### config.mk
export PLATFORM = sky130hd
export DESIGN_NAME = lpm_top
export DESIGN_NICKNAME = d
export VERILOG_FILES = /design/src/include/lpm_pkg.sv /design/src/include/lpm_cnt_if.sv /design/src/core/lpm_rec_counter.sv /design/src/core/lpm_top.sv
export VERILOG_INCLUDE_DIRS = /design/src /design/src/include
export SDC_FILE = /design/constraint.sdc
export NUM_CORES = 1
export LEC_CHECK = 0
export BUFFER_PORTS_ARGS = -buffer_cell sky130_fd_sc_hd__buf_2
export CORE_ASPECT_RATIO = 1.75
export CORE_MARGIN = 5
export CORE_UTILIZATION = 53
export CTS_CLUSTER_SIZE = 25
export DETAILED_ROUTE_END_ITERATION = 8
export GPL_TIMING_DRIVEN = 1
export PLACE_DENSITY = 0.94
export SLEW_MARGIN = 20
export SYNTH_ARGS = -nofsm -noshare
export SYNTH_HDL_FRONTEND = slang
export SYNTH_SLANG_ARGS = --single-unit
export TNS_END_PERCENT = 100
### constraint.sdc
create_clock -name sys_clk_in -period 5 [get_ports sys_clk_in]
set_clock_uncertainty 0.1 [all_clocks]
set_input_delay 0.25 -clock sys_clk_in [delete_from_list [all_inputs] [get_ports sys_clk_in]]
set_output_delay 0.25 -clock sys_clk_in [all_outputs]
set_load 0.1 [all_outputs]
### src/include/lpm_defs.svh
// constants of the low-power mode sequencer and its status registers
// assumes an 8-bit cpu register port and a 50 MHz crystal-derived clock
`ifndef LPM_DEFS_SVH
`define LPM_DEFS_SVH

// ----------------------------------------
// register map
// ----------------------------------------
`define LPM_ADDR_BREAK_STATUS 16'hfe00
`define LPM_ADDR_RESET_STATUS 16'hfe01
`define LPM_ADDR_BREAK_CTRL   16'hfe03

// ----------------------------------------
// field positions and reset values
// ----------------------------------------
`define LPM_BIT_BRK_WAIT      1
`define LPM_BIT_POR           7
`define LPM_BIT_PIN           6
`define LPM_BIT_WDOG          5
`define LPM_BIT_OPCODE        4
`define LPM_BIT_ADDR          3
`define LPM_BIT_MONITOR       2
`define LPM_BIT_LVI           1
`define LPM_BIT_CLEAR_EN      7
`define LPM_RST_RESET_STATUS  8'h80
`define LPM_RST_BREAK_CTRL    1'b0
`define LPM_ERASED_BYTE       8'hff

// ----------------------------------------
// timing in crystal clock cycles
// ----------------------------------------
`define LPM_REC_CNT_W         13
`define LPM_REC_LONG_CYC      13'h1000
`define LPM_REC_SHORT_CYC     13'h0020
`define LPM_MON_SETTLE_CYC    2'h3

`endif

### src/include/lpm_pkg.sv
// types of the low-power mode sequencer
// assumes nothing beyond the constants header
package lpm_pkg;
  typedef enum logic [1:0] {
    LPM_RUN,
    LPM_WAIT,
    LPM_STOP,
    LPM_RECOVER
  } lpm_state_t;
endpackage : lpm_pkg
### src/include/lpm_cnt_if.sv
// carrier between the sequencer and its recovery counter
// assumes both ends run on the same clock
`timescale 1ns/10ps
`include "lpm_defs.svh"
interface lpm_cnt_if;
  logic                      clear;
  logic                      run;
  logic                      short_sel;
  logic                      done;
  logic [`LPM_REC_CNT_W-1:0] count;
  modport ctl (output clear, output run, output short_sel, input done, input count);
  modport cnt (input clear, input run, input short_sel, output done, output count);
endinterface : lpm_cnt_if

### src/core/lpm_rec_counter.sv
// system counter that times stop recovery
// assumes clear and run come from the sequencer on the same clock
`timescale 1ns/10ps
`include "lpm_defs.svh"
module lpm_rec_counter (
  input  wire logic sys_clk_in,
  input  wire logic rst_n_in,
  input  wire logic clk_en_in,
  lpm_cnt_if.cnt    cnt_if
);
  import lpm_pkg::*;

  logic [`LPM_REC_CNT_W-1:0] limit;

  assign limit = cnt_if.short_sel ? `LPM_REC_SHORT_CYC : `LPM_REC_LONG_CYC;
  assign cnt_if.done = (cnt_if.count == limit);

  always_ff @(posedge sys_clk_in or negedge rst_n_in) begin
    if (!rst_n_in) begin
      cnt_if.count <= '0;
    end else if (clk_en_in) begin
      if (cnt_if.clear) begin
        cnt_if.count <= '0;
      end else if (cnt_if.run && !cnt_if.done) begin
        cnt_if.count <= cnt_if.count + `LPM_REC_CNT_W'(1);
      end
    end
  end

  a_count_held_zero: assert property (
    @(posedge sys_clk_in) disable iff (!rst_n_in)
    (clk_en_in && cnt_if.clear) |=> (cnt_if.count == '0))
    else $error("recovery counter not cleared while held");
endmodule : lpm_rec_counter

### src/core/lpm_top.sv
// low-power mode sequencer with break and reset status registers
// assumes cpu strobes and reset source pulses are on sys_clk_in;
// the reset pin and irq pin level arrive asynchronously
`timescale 1ns/10ps
`include "lpm_defs.svh"
module lpm_top (
  input  wire logic        sys_clk_in,
  input  wire logic        rst_n_in,
  input  wire logic        clk_en_in,
  input  wire logic [15:0] bus_addr_in,
  input  wire logic        bus_rd_in,
  input  wire logic        bus_wr_in,
  input  wire logic [7:0]  bus_wdata_in,
  output logic      [7:0]  bus_rdata_out,
  input  wire logic        wait_exec_in,
  input  wire logic        stop_exec_in,
  input  wire logic        irq_req_in,
  input  wire logic        break_req_in,
  input  wire logic        break_state_in,
  input  wire logic        emulation_mode_in,
  input  wire logic        watchdog_disable_option_in,
  input  wire logic        short_stop_recovery_in,
  input  wire logic        rst_pin_n_in,
  input  wire logic        wdog_timeout_in,
  input  wire logic        low_voltage_in,
  input  wire logic        bad_opcode_in,
  input  wire logic        bad_address_in,
  input  wire logic        opcode_fetch_in,
  input  wire logic [7:0]  reset_vector_hi_in,
  input  wire logic [7:0]  reset_vector_lo_in,
  input  wire logic        irq_pin_in,
  output logic             cpu_clk_en_out,
  output logic             periph_clk_en_out,
  output logic             main_clk_en_out,
  output logic             xtal_clk_en_out,
  output logic             stack_start_out,
  output logic             int_mask_clear_out,
  output logic             wdog_enable_out,
  output logic             flag_clear_allow_out,
  output logic             sys_reset_out,
  output lpm_pkg::lpm_state_t mode_out
);
  import lpm_pkg::*;

  // ----------------------------------------
  // declarations
  // ----------------------------------------
  lpm_cnt_if  cnt_if ();
  lpm_state_t state;
  lpm_state_t next_state;
  logic [1:0] sync1;
  logic [1:0] sync2;
  logic       pin_prev;
  logic       pin_evt;
  logic       mon_evt;
  logic       any_reset;
  logic [1:0] mon_wait;
  logic       mon_pend;
  logic       clear_ok;
  logic       brk_wait_flag;
  logic       clear_enable;
  logic [7:0] reset_status;
  logic [7:0] next_reset_status;
  logic       hit_bsr;
  logic       hit_reset_cause_status;
  logic       hit_break_flag_control;
  logic       wake_stack;
  logic       brk_exit;
  logic [`LPM_REC_CNT_W-1:0] rec_len;

  // ----------------------------------------
  // input synchronisers
  // ----------------------------------------
  always_ff @(posedge sys_clk_in or negedge rst_n_in) begin
    if (!rst_n_in) begin
      sync1    <= 2'h1;
      sync2    <= 2'h1;
      pin_prev <= 1'b1;
    end else if (clk_en_in) begin
      sync1    <= {irq_pin_in, rst_pin_n_in};
      sync2    <= sync1;
      pin_prev <= sync2[0];
    end
  end

  assign pin_evt = pin_prev && !sync2[0];

  // ----------------------------------------
  // monitor entry check after power-on
  // ----------------------------------------
  // wait for the irq synchroniser to settle before trusting its level
  always_ff @(posedge sys_clk_in or negedge rst_n_in) begin
    if (!rst_n_in) begin
      mon_wait <= 2'h0;
      mon_pend <= 1'b1;
    end else if (clk_en_in) begin
      if (mon_wait != `LPM_MON_SETTLE_CYC) begin
        mon_wait <= mon_wait + 2'h1;
      end else begin
        mon_pend <= 1'b0;
      end
    end
  end

  assign mon_evt = mon_pend && (mon_wait == `LPM_MON_SETTLE_CYC) && sync2[1]
                   && (reset_vector_hi_in == `LPM_ERASED_BYTE)
                   && (reset_vector_lo_in == `LPM_ERASED_BYTE);

  // address reset on opcode fetch only
  assign any_reset = pin_evt || wdog_timeout_in || low_voltage_in || bad_opcode_in
                     || (bad_address_in && opcode_fetch_in) || mon_evt;

  // ----------------------------------------
  // mode sequencer
  // ----------------------------------------
  // wait wake on interrupt
  assign wake_stack = (state == LPM_WAIT) && irq_req_in;
  assign brk_exit   = (state == LPM_WAIT) && break_req_in && emulation_mode_in;

  always_comb begin
    next_state = state;
    case (state)
      LPM_RUN: begin
        if (stop_exec_in) begin
          next_state = LPM_STOP;
        end else if (wait_exec_in) begin
          next_state = LPM_WAIT;
        end
      end
      LPM_WAIT: begin
        if (wake_stack || brk_exit) begin
          next_state = LPM_RUN;
        end
      end
      LPM_STOP: begin
        if (irq_req_in) begin
          next_state = LPM_RECOVER;
        end
      end
      LPM_RECOVER: begin
        if (cnt_if.done) begin
          next_state = LPM_RUN;
        end
      end
      default: begin
        next_state = LPM_RUN;
      end
    endcase
    if (any_reset) begin
      next_state = LPM_RUN;
    end
  end

  always_ff @(posedge sys_clk_in or negedge rst_n_in) begin
    if (!rst_n_in) begin
      state <= LPM_RUN;
    end else if (clk_en_in) begin
      state <= next_state;
    end
  end

  // ----------------------------------------
  // recovery counter control
  // ----------------------------------------
  // cleared until recovery starts
  assign cnt_if.clear     = (state != LPM_RECOVER);
  assign cnt_if.run       = (state == LPM_RECOVER);
  assign cnt_if.short_sel = short_stop_recovery_in;

  lpm_rec_counter u_rec_counter (
    .sys_clk_in (sys_clk_in),
    .rst_n_in   (rst_n_in),
    .clk_en_in  (clk_en_in),
    .cnt_if     (cnt_if.cnt)
  );

  // ----------------------------------------
  // clock gates and cpu strobes
  // ----------------------------------------
  always_ff @(posedge sys_clk_in or negedge rst_n_in) begin
    if (!rst_n_in) begin
      cpu_clk_en_out     <= 1'b1;
      periph_clk_en_out  <= 1'b1;
      main_clk_en_out    <= 1'b1;
      xtal_clk_en_out    <= 1'b1;
      stack_start_out    <= 1'b0;
      int_mask_clear_out <= 1'b0;
      sys_reset_out      <= 1'b0;
      mode_out           <= LPM_RUN;
    end else if (clk_en_in) begin
      cpu_clk_en_out     <= (next_state == LPM_RUN);
      periph_clk_en_out  <= (next_state != LPM_STOP) && (next_state != LPM_RECOVER);
      main_clk_en_out    <= (next_state != LPM_STOP) && (next_state != LPM_RECOVER);
      // oscillator restarts at recovery so the counter sees crystal cycles
      xtal_clk_en_out    <= (next_state != LPM_STOP);
      stack_start_out    <= !any_reset && (wake_stack
                            || ((state == LPM_RECOVER) && cnt_if.done));
      int_mask_clear_out <= (state == LPM_RUN) && (wait_exec_in || stop_exec_in)
                            && !any_reset;
      sys_reset_out      <= any_reset;
      mode_out           <= next_state;
    end
  end

  // ----------------------------------------
  // break protection
  // ----------------------------------------
  // clears gated during break
  assign clear_ok = !break_state_in || clear_enable;

  always_ff @(posedge sys_clk_in or negedge rst_n_in) begin
    if (!rst_n_in) begin
      wdog_enable_out      <= 1'b0;
      flag_clear_allow_out <= 1'b1;
    end else if (clk_en_in) begin
      wdog_enable_out      <= !watchdog_disable_option_in;
      flag_clear_allow_out <= !break_state_in || clear_enable;
    end
  end

  // ----------------------------------------
  // register decode and storage
  // ----------------------------------------
  // fixed addresses
  assign hit_bsr  = (bus_addr_in == `LPM_ADDR_BREAK_STATUS);
  assign hit_reset_cause_status = (bus_addr_in == `LPM_ADDR_RESET_STATUS);
  assign hit_break_flag_control = (bus_addr_in == `LPM_ADDR_BREAK_CTRL);

  always_ff @(posedge sys_clk_in or negedge rst_n_in) begin
    if (!rst_n_in) begin
      clear_enable <= `LPM_RST_BREAK_CTRL;
    end else if (clk_en_in && bus_wr_in && hit_break_flag_control) begin
      clear_enable <= bus_wdata_in[`LPM_BIT_CLEAR_EN];
    end
  end

  // set on break exit, set wins
  always_ff @(posedge sys_clk_in or negedge rst_n_in) begin
    if (!rst_n_in) begin
      brk_wait_flag <= 1'b0;
    end else if (clk_en_in) begin
      if (brk_exit && !any_reset) begin
        brk_wait_flag <= 1'b1;
      end else if (bus_wr_in && hit_bsr && clear_ok && !bus_wdata_in[`LPM_BIT_BRK_WAIT]) begin
        brk_wait_flag <= 1'b0;
      end
    end
  end

  always_comb begin
    next_reset_status = reset_status;
    if (bus_rd_in && hit_reset_cause_status && clear_ok) begin
      next_reset_status = 8'h00;
    end
    if (pin_evt) begin
      next_reset_status[`LPM_BIT_PIN] = 1'b1;
    end
    if (wdog_timeout_in) begin
      next_reset_status[`LPM_BIT_WDOG] = 1'b1;
    end
    if (low_voltage_in) begin
      next_reset_status[`LPM_BIT_LVI] = 1'b1;
    end
    if (bad_opcode_in) begin
      next_reset_status[`LPM_BIT_OPCODE] = 1'b1;
    end
    if (bad_address_in && opcode_fetch_in) begin
      next_reset_status[`LPM_BIT_ADDR] = 1'b1;
    end
    if (mon_evt) begin
      next_reset_status[`LPM_BIT_MONITOR] = 1'b1;
    end
  end

  always_ff @(posedge sys_clk_in or negedge rst_n_in) begin
    if (!rst_n_in) begin
      reset_status <= `LPM_RST_RESET_STATUS;
    end else if (clk_en_in) begin
      reset_status <= next_reset_status;
    end
  end

  // unmapped addresses and reserved bits read zero
  always_ff @(posedge sys_clk_in or negedge rst_n_in) begin
    if (!rst_n_in) begin
      bus_rdata_out <= 8'h00;
    end else if (clk_en_in && bus_rd_in) begin
      bus_rdata_out <= 8'h00;
      if (hit_bsr) begin
        bus_rdata_out[`LPM_BIT_BRK_WAIT] <= brk_wait_flag;
      end else if (hit_reset_cause_status) begin
        bus_rdata_out <= reset_status;
      end else if (hit_break_flag_control) begin
        bus_rdata_out[`LPM_BIT_CLEAR_EN] <= clear_enable;
      end
    end
  end

  // ----------------------------------------
  // checks
  // ----------------------------------------
  always_ff @(posedge sys_clk_in or negedge rst_n_in) begin
    if (!rst_n_in) begin
      rec_len <= '0;
    end else if (clk_en_in) begin
      rec_len <= (state == LPM_RECOVER) ? rec_len + `LPM_REC_CNT_W'(1) : '0;
    end
  end

  a_wait_cpu_gated: assert property (
    @(posedge sys_clk_in) disable iff (!rst_n_in)
    (state == LPM_WAIT) |-> (!cpu_clk_en_out && periph_clk_en_out))
    else $error("wait mode clock gating wrong");

  a_wait_irq_stack: assert property (
    @(posedge sys_clk_in) disable iff (!rst_n_in)
    (clk_en_in && wake_stack && !any_reset) |=> (stack_start_out && state == LPM_RUN))
    else $error("interrupt did not wake from wait");

  a_reset_exits_low: assert property (
    @(posedge sys_clk_in) disable iff (!rst_n_in)
    (clk_en_in && any_reset && state != LPM_RUN) |=> (state == LPM_RUN && !stack_start_out))
    else $error("reset did not leave low-power mode");

  a_break_wait_flag: assert property (
    @(posedge sys_clk_in) disable iff (!rst_n_in)
    (clk_en_in && brk_exit && !any_reset) |=> (brk_wait_flag && state == LPM_RUN))
    else $error("break exit from wait not flagged");

  a_stop_clocks_off: assert property (
    @(posedge sys_clk_in) disable iff (!rst_n_in)
    (state == LPM_STOP) |-> (!main_clk_en_out && !xtal_clk_en_out && !cpu_clk_en_out))
    else $error("clocks running in stop");

  a_recovery_length: assert property (
    @(posedge sys_clk_in) disable iff (!rst_n_in)
    (clk_en_in && state == LPM_RECOVER && cnt_if.done) |->
      (rec_len == (short_stop_recovery_in ? `LPM_REC_SHORT_CYC : `LPM_REC_LONG_CYC)))
    else $error("stop recovery length wrong");

  a_no_early_stack: assert property (
    @(posedge sys_clk_in) disable iff (!rst_n_in)
    (state == LPM_STOP || state == LPM_RECOVER) |-> !stack_start_out)
    else $error("stacking before recovery ended");

  a_status_read_clear: assert property (
    @(posedge sys_clk_in) disable iff (!rst_n_in)
    (clk_en_in && bus_rd_in && hit_reset_cause_status && clear_ok && !any_reset) |=> (reset_status == 8'h00))
    else $error("reset status not cleared by read");

  a_break_protects: assert property (
    @(posedge sys_clk_in) disable iff (!rst_n_in)
    (clk_en_in && break_state_in && !clear_enable && !any_reset)
      |=> (reset_status == $past(reset_status) && brk_wait_flag == $past(brk_wait_flag)))
    else $error("status cleared during protected break");

  a_mask_clear_entry: assert property (
    @(posedge sys_clk_in) disable iff (!rst_n_in)
    (clk_en_in && state == LPM_RUN && wait_exec_in && !any_reset) |=> int_mask_clear_out)
    else $error("interrupt mask not cleared on entry");
endmodule : lpm_top

==> out/summary.txt <==
Yosys top cell area share: 0.4176
Clock Tree Buf Depth: 2
DRC: 0
CTS tree: done
Tightest Hold Check Type: input pin to flop
first-pass GRT wire length: 8907 um
Final Instance Count excl. Fillers: 331
initial antenna violation count: 0
reg-to-reg startpoint: mon_wait[0]
vias in the first global route: 2017
share of layout cells above drive strength 1: 0.3546
fill cell count: 323
CTS root buffer: clkbuf_8
Num CTS Buffers: 5
GRT Residual Overflow: 0
largest net degree at the start of global routing: 48
Final WS setup: 3.041 ns
sink of the worst hold path: wdog_enable_out
Post-DRT Antenna Nets: 0
Initial DRC Count: 59
top cell type by total area after synthesis: dfrtp_1
Min Hold Slack: 0.03464 ns
Final Slew Violations: 0
#FFs+latches synth: 47
min-delay src: watchdog_disable_option_in
fin area: 2755 sq um
Skew-Pair Late Insertion Delay: 0.30 ns
Max stage delay on crit path: 0.49 ns
Worst VDD drop: 0.3447 mV
cell breakdown of the critical path: ha_1, nand4_1, nor4_1, a211oi_1, nand2_1, o21ai_0
Final Power: 0.7634 mW
WL/cell: 15.82 um
Total GRT Usage: 0.1998
top cells by area, synth: dfrtp_1 42%, dfstp_2 10%, a22o_1 4.6%
Rows: 31
Startpoint Class: flop
post-route minimum period: 1.959 ns
Req. time, crit path: 5.06 ns
synth warn: 0
Cell variety after synth: 49
antenna cells: 0
Maximum Capacitance Violations: 0
Rel. slew slack: 0.6024
Final period util: 0.3918
mapped cell area: 2277 sq um
ys flop type: dfrtp_1
vias per inst: 5.918
r2r setup slk: 3.04 ns
vias: 1959
average size of a mapped cell: 10.84 sq um
dpl cell area: 2656 sq um
Power Density: 277.1 nW/um^2
pre-CTS setup slack: 2.736 ns
sequential area share after synthesis: 0.5214
Die X: 59.55 um
clock sinks: 47
Final nets: 344
Async SR Flop Fraction: 1.000
RSZ-0062 raised after global routing: no
initial core utilization: 0.5487
Post-DP HPWL: 3919 um
CP arrival: 2.02 ns
Final setup viols: 0
final hold vios: 0
number of flops mapped to enable cells by yosys: 0
Post-CTS Setup Repair Bufs: 0
WP buf/inv: 0
critical path's top delay family: simple AND/OR/NAND/NOR gates
CP max-delay cell: nor4_1
worst slew pin tran: 0.5928 ns
Setup TNS Final: 0 ns
CP max FO: 5
Worst-path clk slew: 0.08 ns
fin util: 0.6639
placed cell count: 322
IO buf count: 71
IO Pins: 79
critical path type: flop to flop
die height: 96.71 um
die area: 5759 sq um
Mapped Cells: 210
Hold Path Cell Cnt: 2
R2R cell count: 6
nature of the critical path endpoint: flop
routability-driven placement congestion ratio: 0.8178
core area: 4150 sq um
Max H-tree Level: 2
status: complete, no violations
leakage: 1.292 nW
max frequency: 510.4 MHz
syn_nets: 273
area grow syn2layout: 20.99%
reg2reg end: mode_out[1]
drt pass-1 iters: 4
total wire length: 5236 um
## worst max path at each step
stage	end	from	slack [ns]	depth (start not counted)
3_3_place_gp	brk_wait_flag	clk_en_in	2.79	5
6_report	mode_out[1]	mon_wait[0]	3.04	6
5_1_grt	cpu_clk_en_out	u_rec_counter.cnt_if.count[0]	2.89	7
4_1_cts	mode_out[1]	mon_wait[0]	3.01	6
2_1_floorplan	cpu_clk_en_out	mode_out[1]	2.95	5
3_5_place_dp	brk_wait_flag	clk_en_in	2.74	5
## area by class of cell
type,instances,area [sq um],area share
flip-flops and latches,47,1187,0.4310
multi-input cells,146,1018,0.3697
repair buffers,72,367.9,0.1335
clock buffers,6,72.57,0.02634
well taps,49,61.31,0.02225
inverters,9,33.78,0.01226
clock inverters,2,13.76,0.004995
## cell usage after synthesis (3+ instances only)
library cell and n:
nor3_1 4, a21oi_1 6, nor2_1 21, ha_1 3
clkbuf_1 5, nand2b_1 3, nand3_1 9, xnor2_1 5
a22o_1 12, mux2i_1 5, o31ai_1 3, o21ai_0 8
dfrtp_1 38, and3_1 4, inv_1 9, nor4_1 3
mux2_2 7, nand2_1 11, o2bb2ai_1 6, dfstp_2 9
nand4_1 6
## report_power, final
part / leakage (nW) / internal [mW] / total [mW] / switching, mW
clock: 0.0452 / 0.0987 / 0.225 / 0.126
combinational: 0.664 / 0.0467 / 0.124 / 0.0771
sequential: 0.583 / 0.402 / 0.414 / 0.0119
## state kept, by name (all words and copies together) (netlist names), 2 cells and up
signal                      count
mode_out                        2
bus_rdata_out                   7
sync2                           2
reset_status                    7
u_rec_counter.cnt_if.count     13
mon_wait                        2
sync1                           2
## routing by layer
layer	global-route usage	routed length (um)	up-vias
met4	0.08532	138	0
met2	0.3336	2785	68
met3	0.06125	398	14
met1	0.2280	1913	973
li1	-	-	904
met5	0	0	-
## timing repair
item,4_1_cts,5_1_grt
gates resized for setup,0,0
hold buffers,0,1
hold endpoints to repair,0,38
setup endpoints to repair,0,0
## cells in the final DEF (no fill, tap or decap), types with 2 or more instances in the layout
| cell | n |
|---|---|
| a21oi_1 | 6 |
| a22o_1 | 12 |
| a31oi_1 | 2 |
| and3_1 | 4 |
| buf_2 | 70 |
| clkbuf_8 | 5 |
| dfrtp_1 | 38 |
| dfstp_2 | 9 |
| ha_1 | 3 |
| inv_1 | 9 |
| mux2_2 | 7 |
| mux2i_1 | 5 |
| nand2_1 | 11 |
| nand2b_1 | 3 |
| nand3_1 | 9 |
| nand4_1 | 6 |
| nor2_1 | 21 |
| nor2b_1 | 2 |
| nor3_1 | 4 |
| nor4_1 | 3 |
| o211ai_1 | 2 |
| o21ai_0 | 8 |
| o21ai_1 | 2 |
| o2bb2ai_1 | 6 |
| o31ai_1 | 3 |
| xnor2_1 | 5 |
## cells by family after synthesis
logic type | Yosys count | share of synthesized area
AO/OA/AOI/OAI | 49 | 0.1577
buffers and inverters | 17 | 0.03131
multiplexers | 13 | 0.06154
other | 1 | 0.001647
AND/OR/NAND/NOR | 74 | 0.1868
flip-flops | 47 | 0.5214
adder cells (fa/ha/maj) | 3 | 0.01649
XOR/XNOR | 6 | 0.02308
Power figures use the tool's default switching activity.
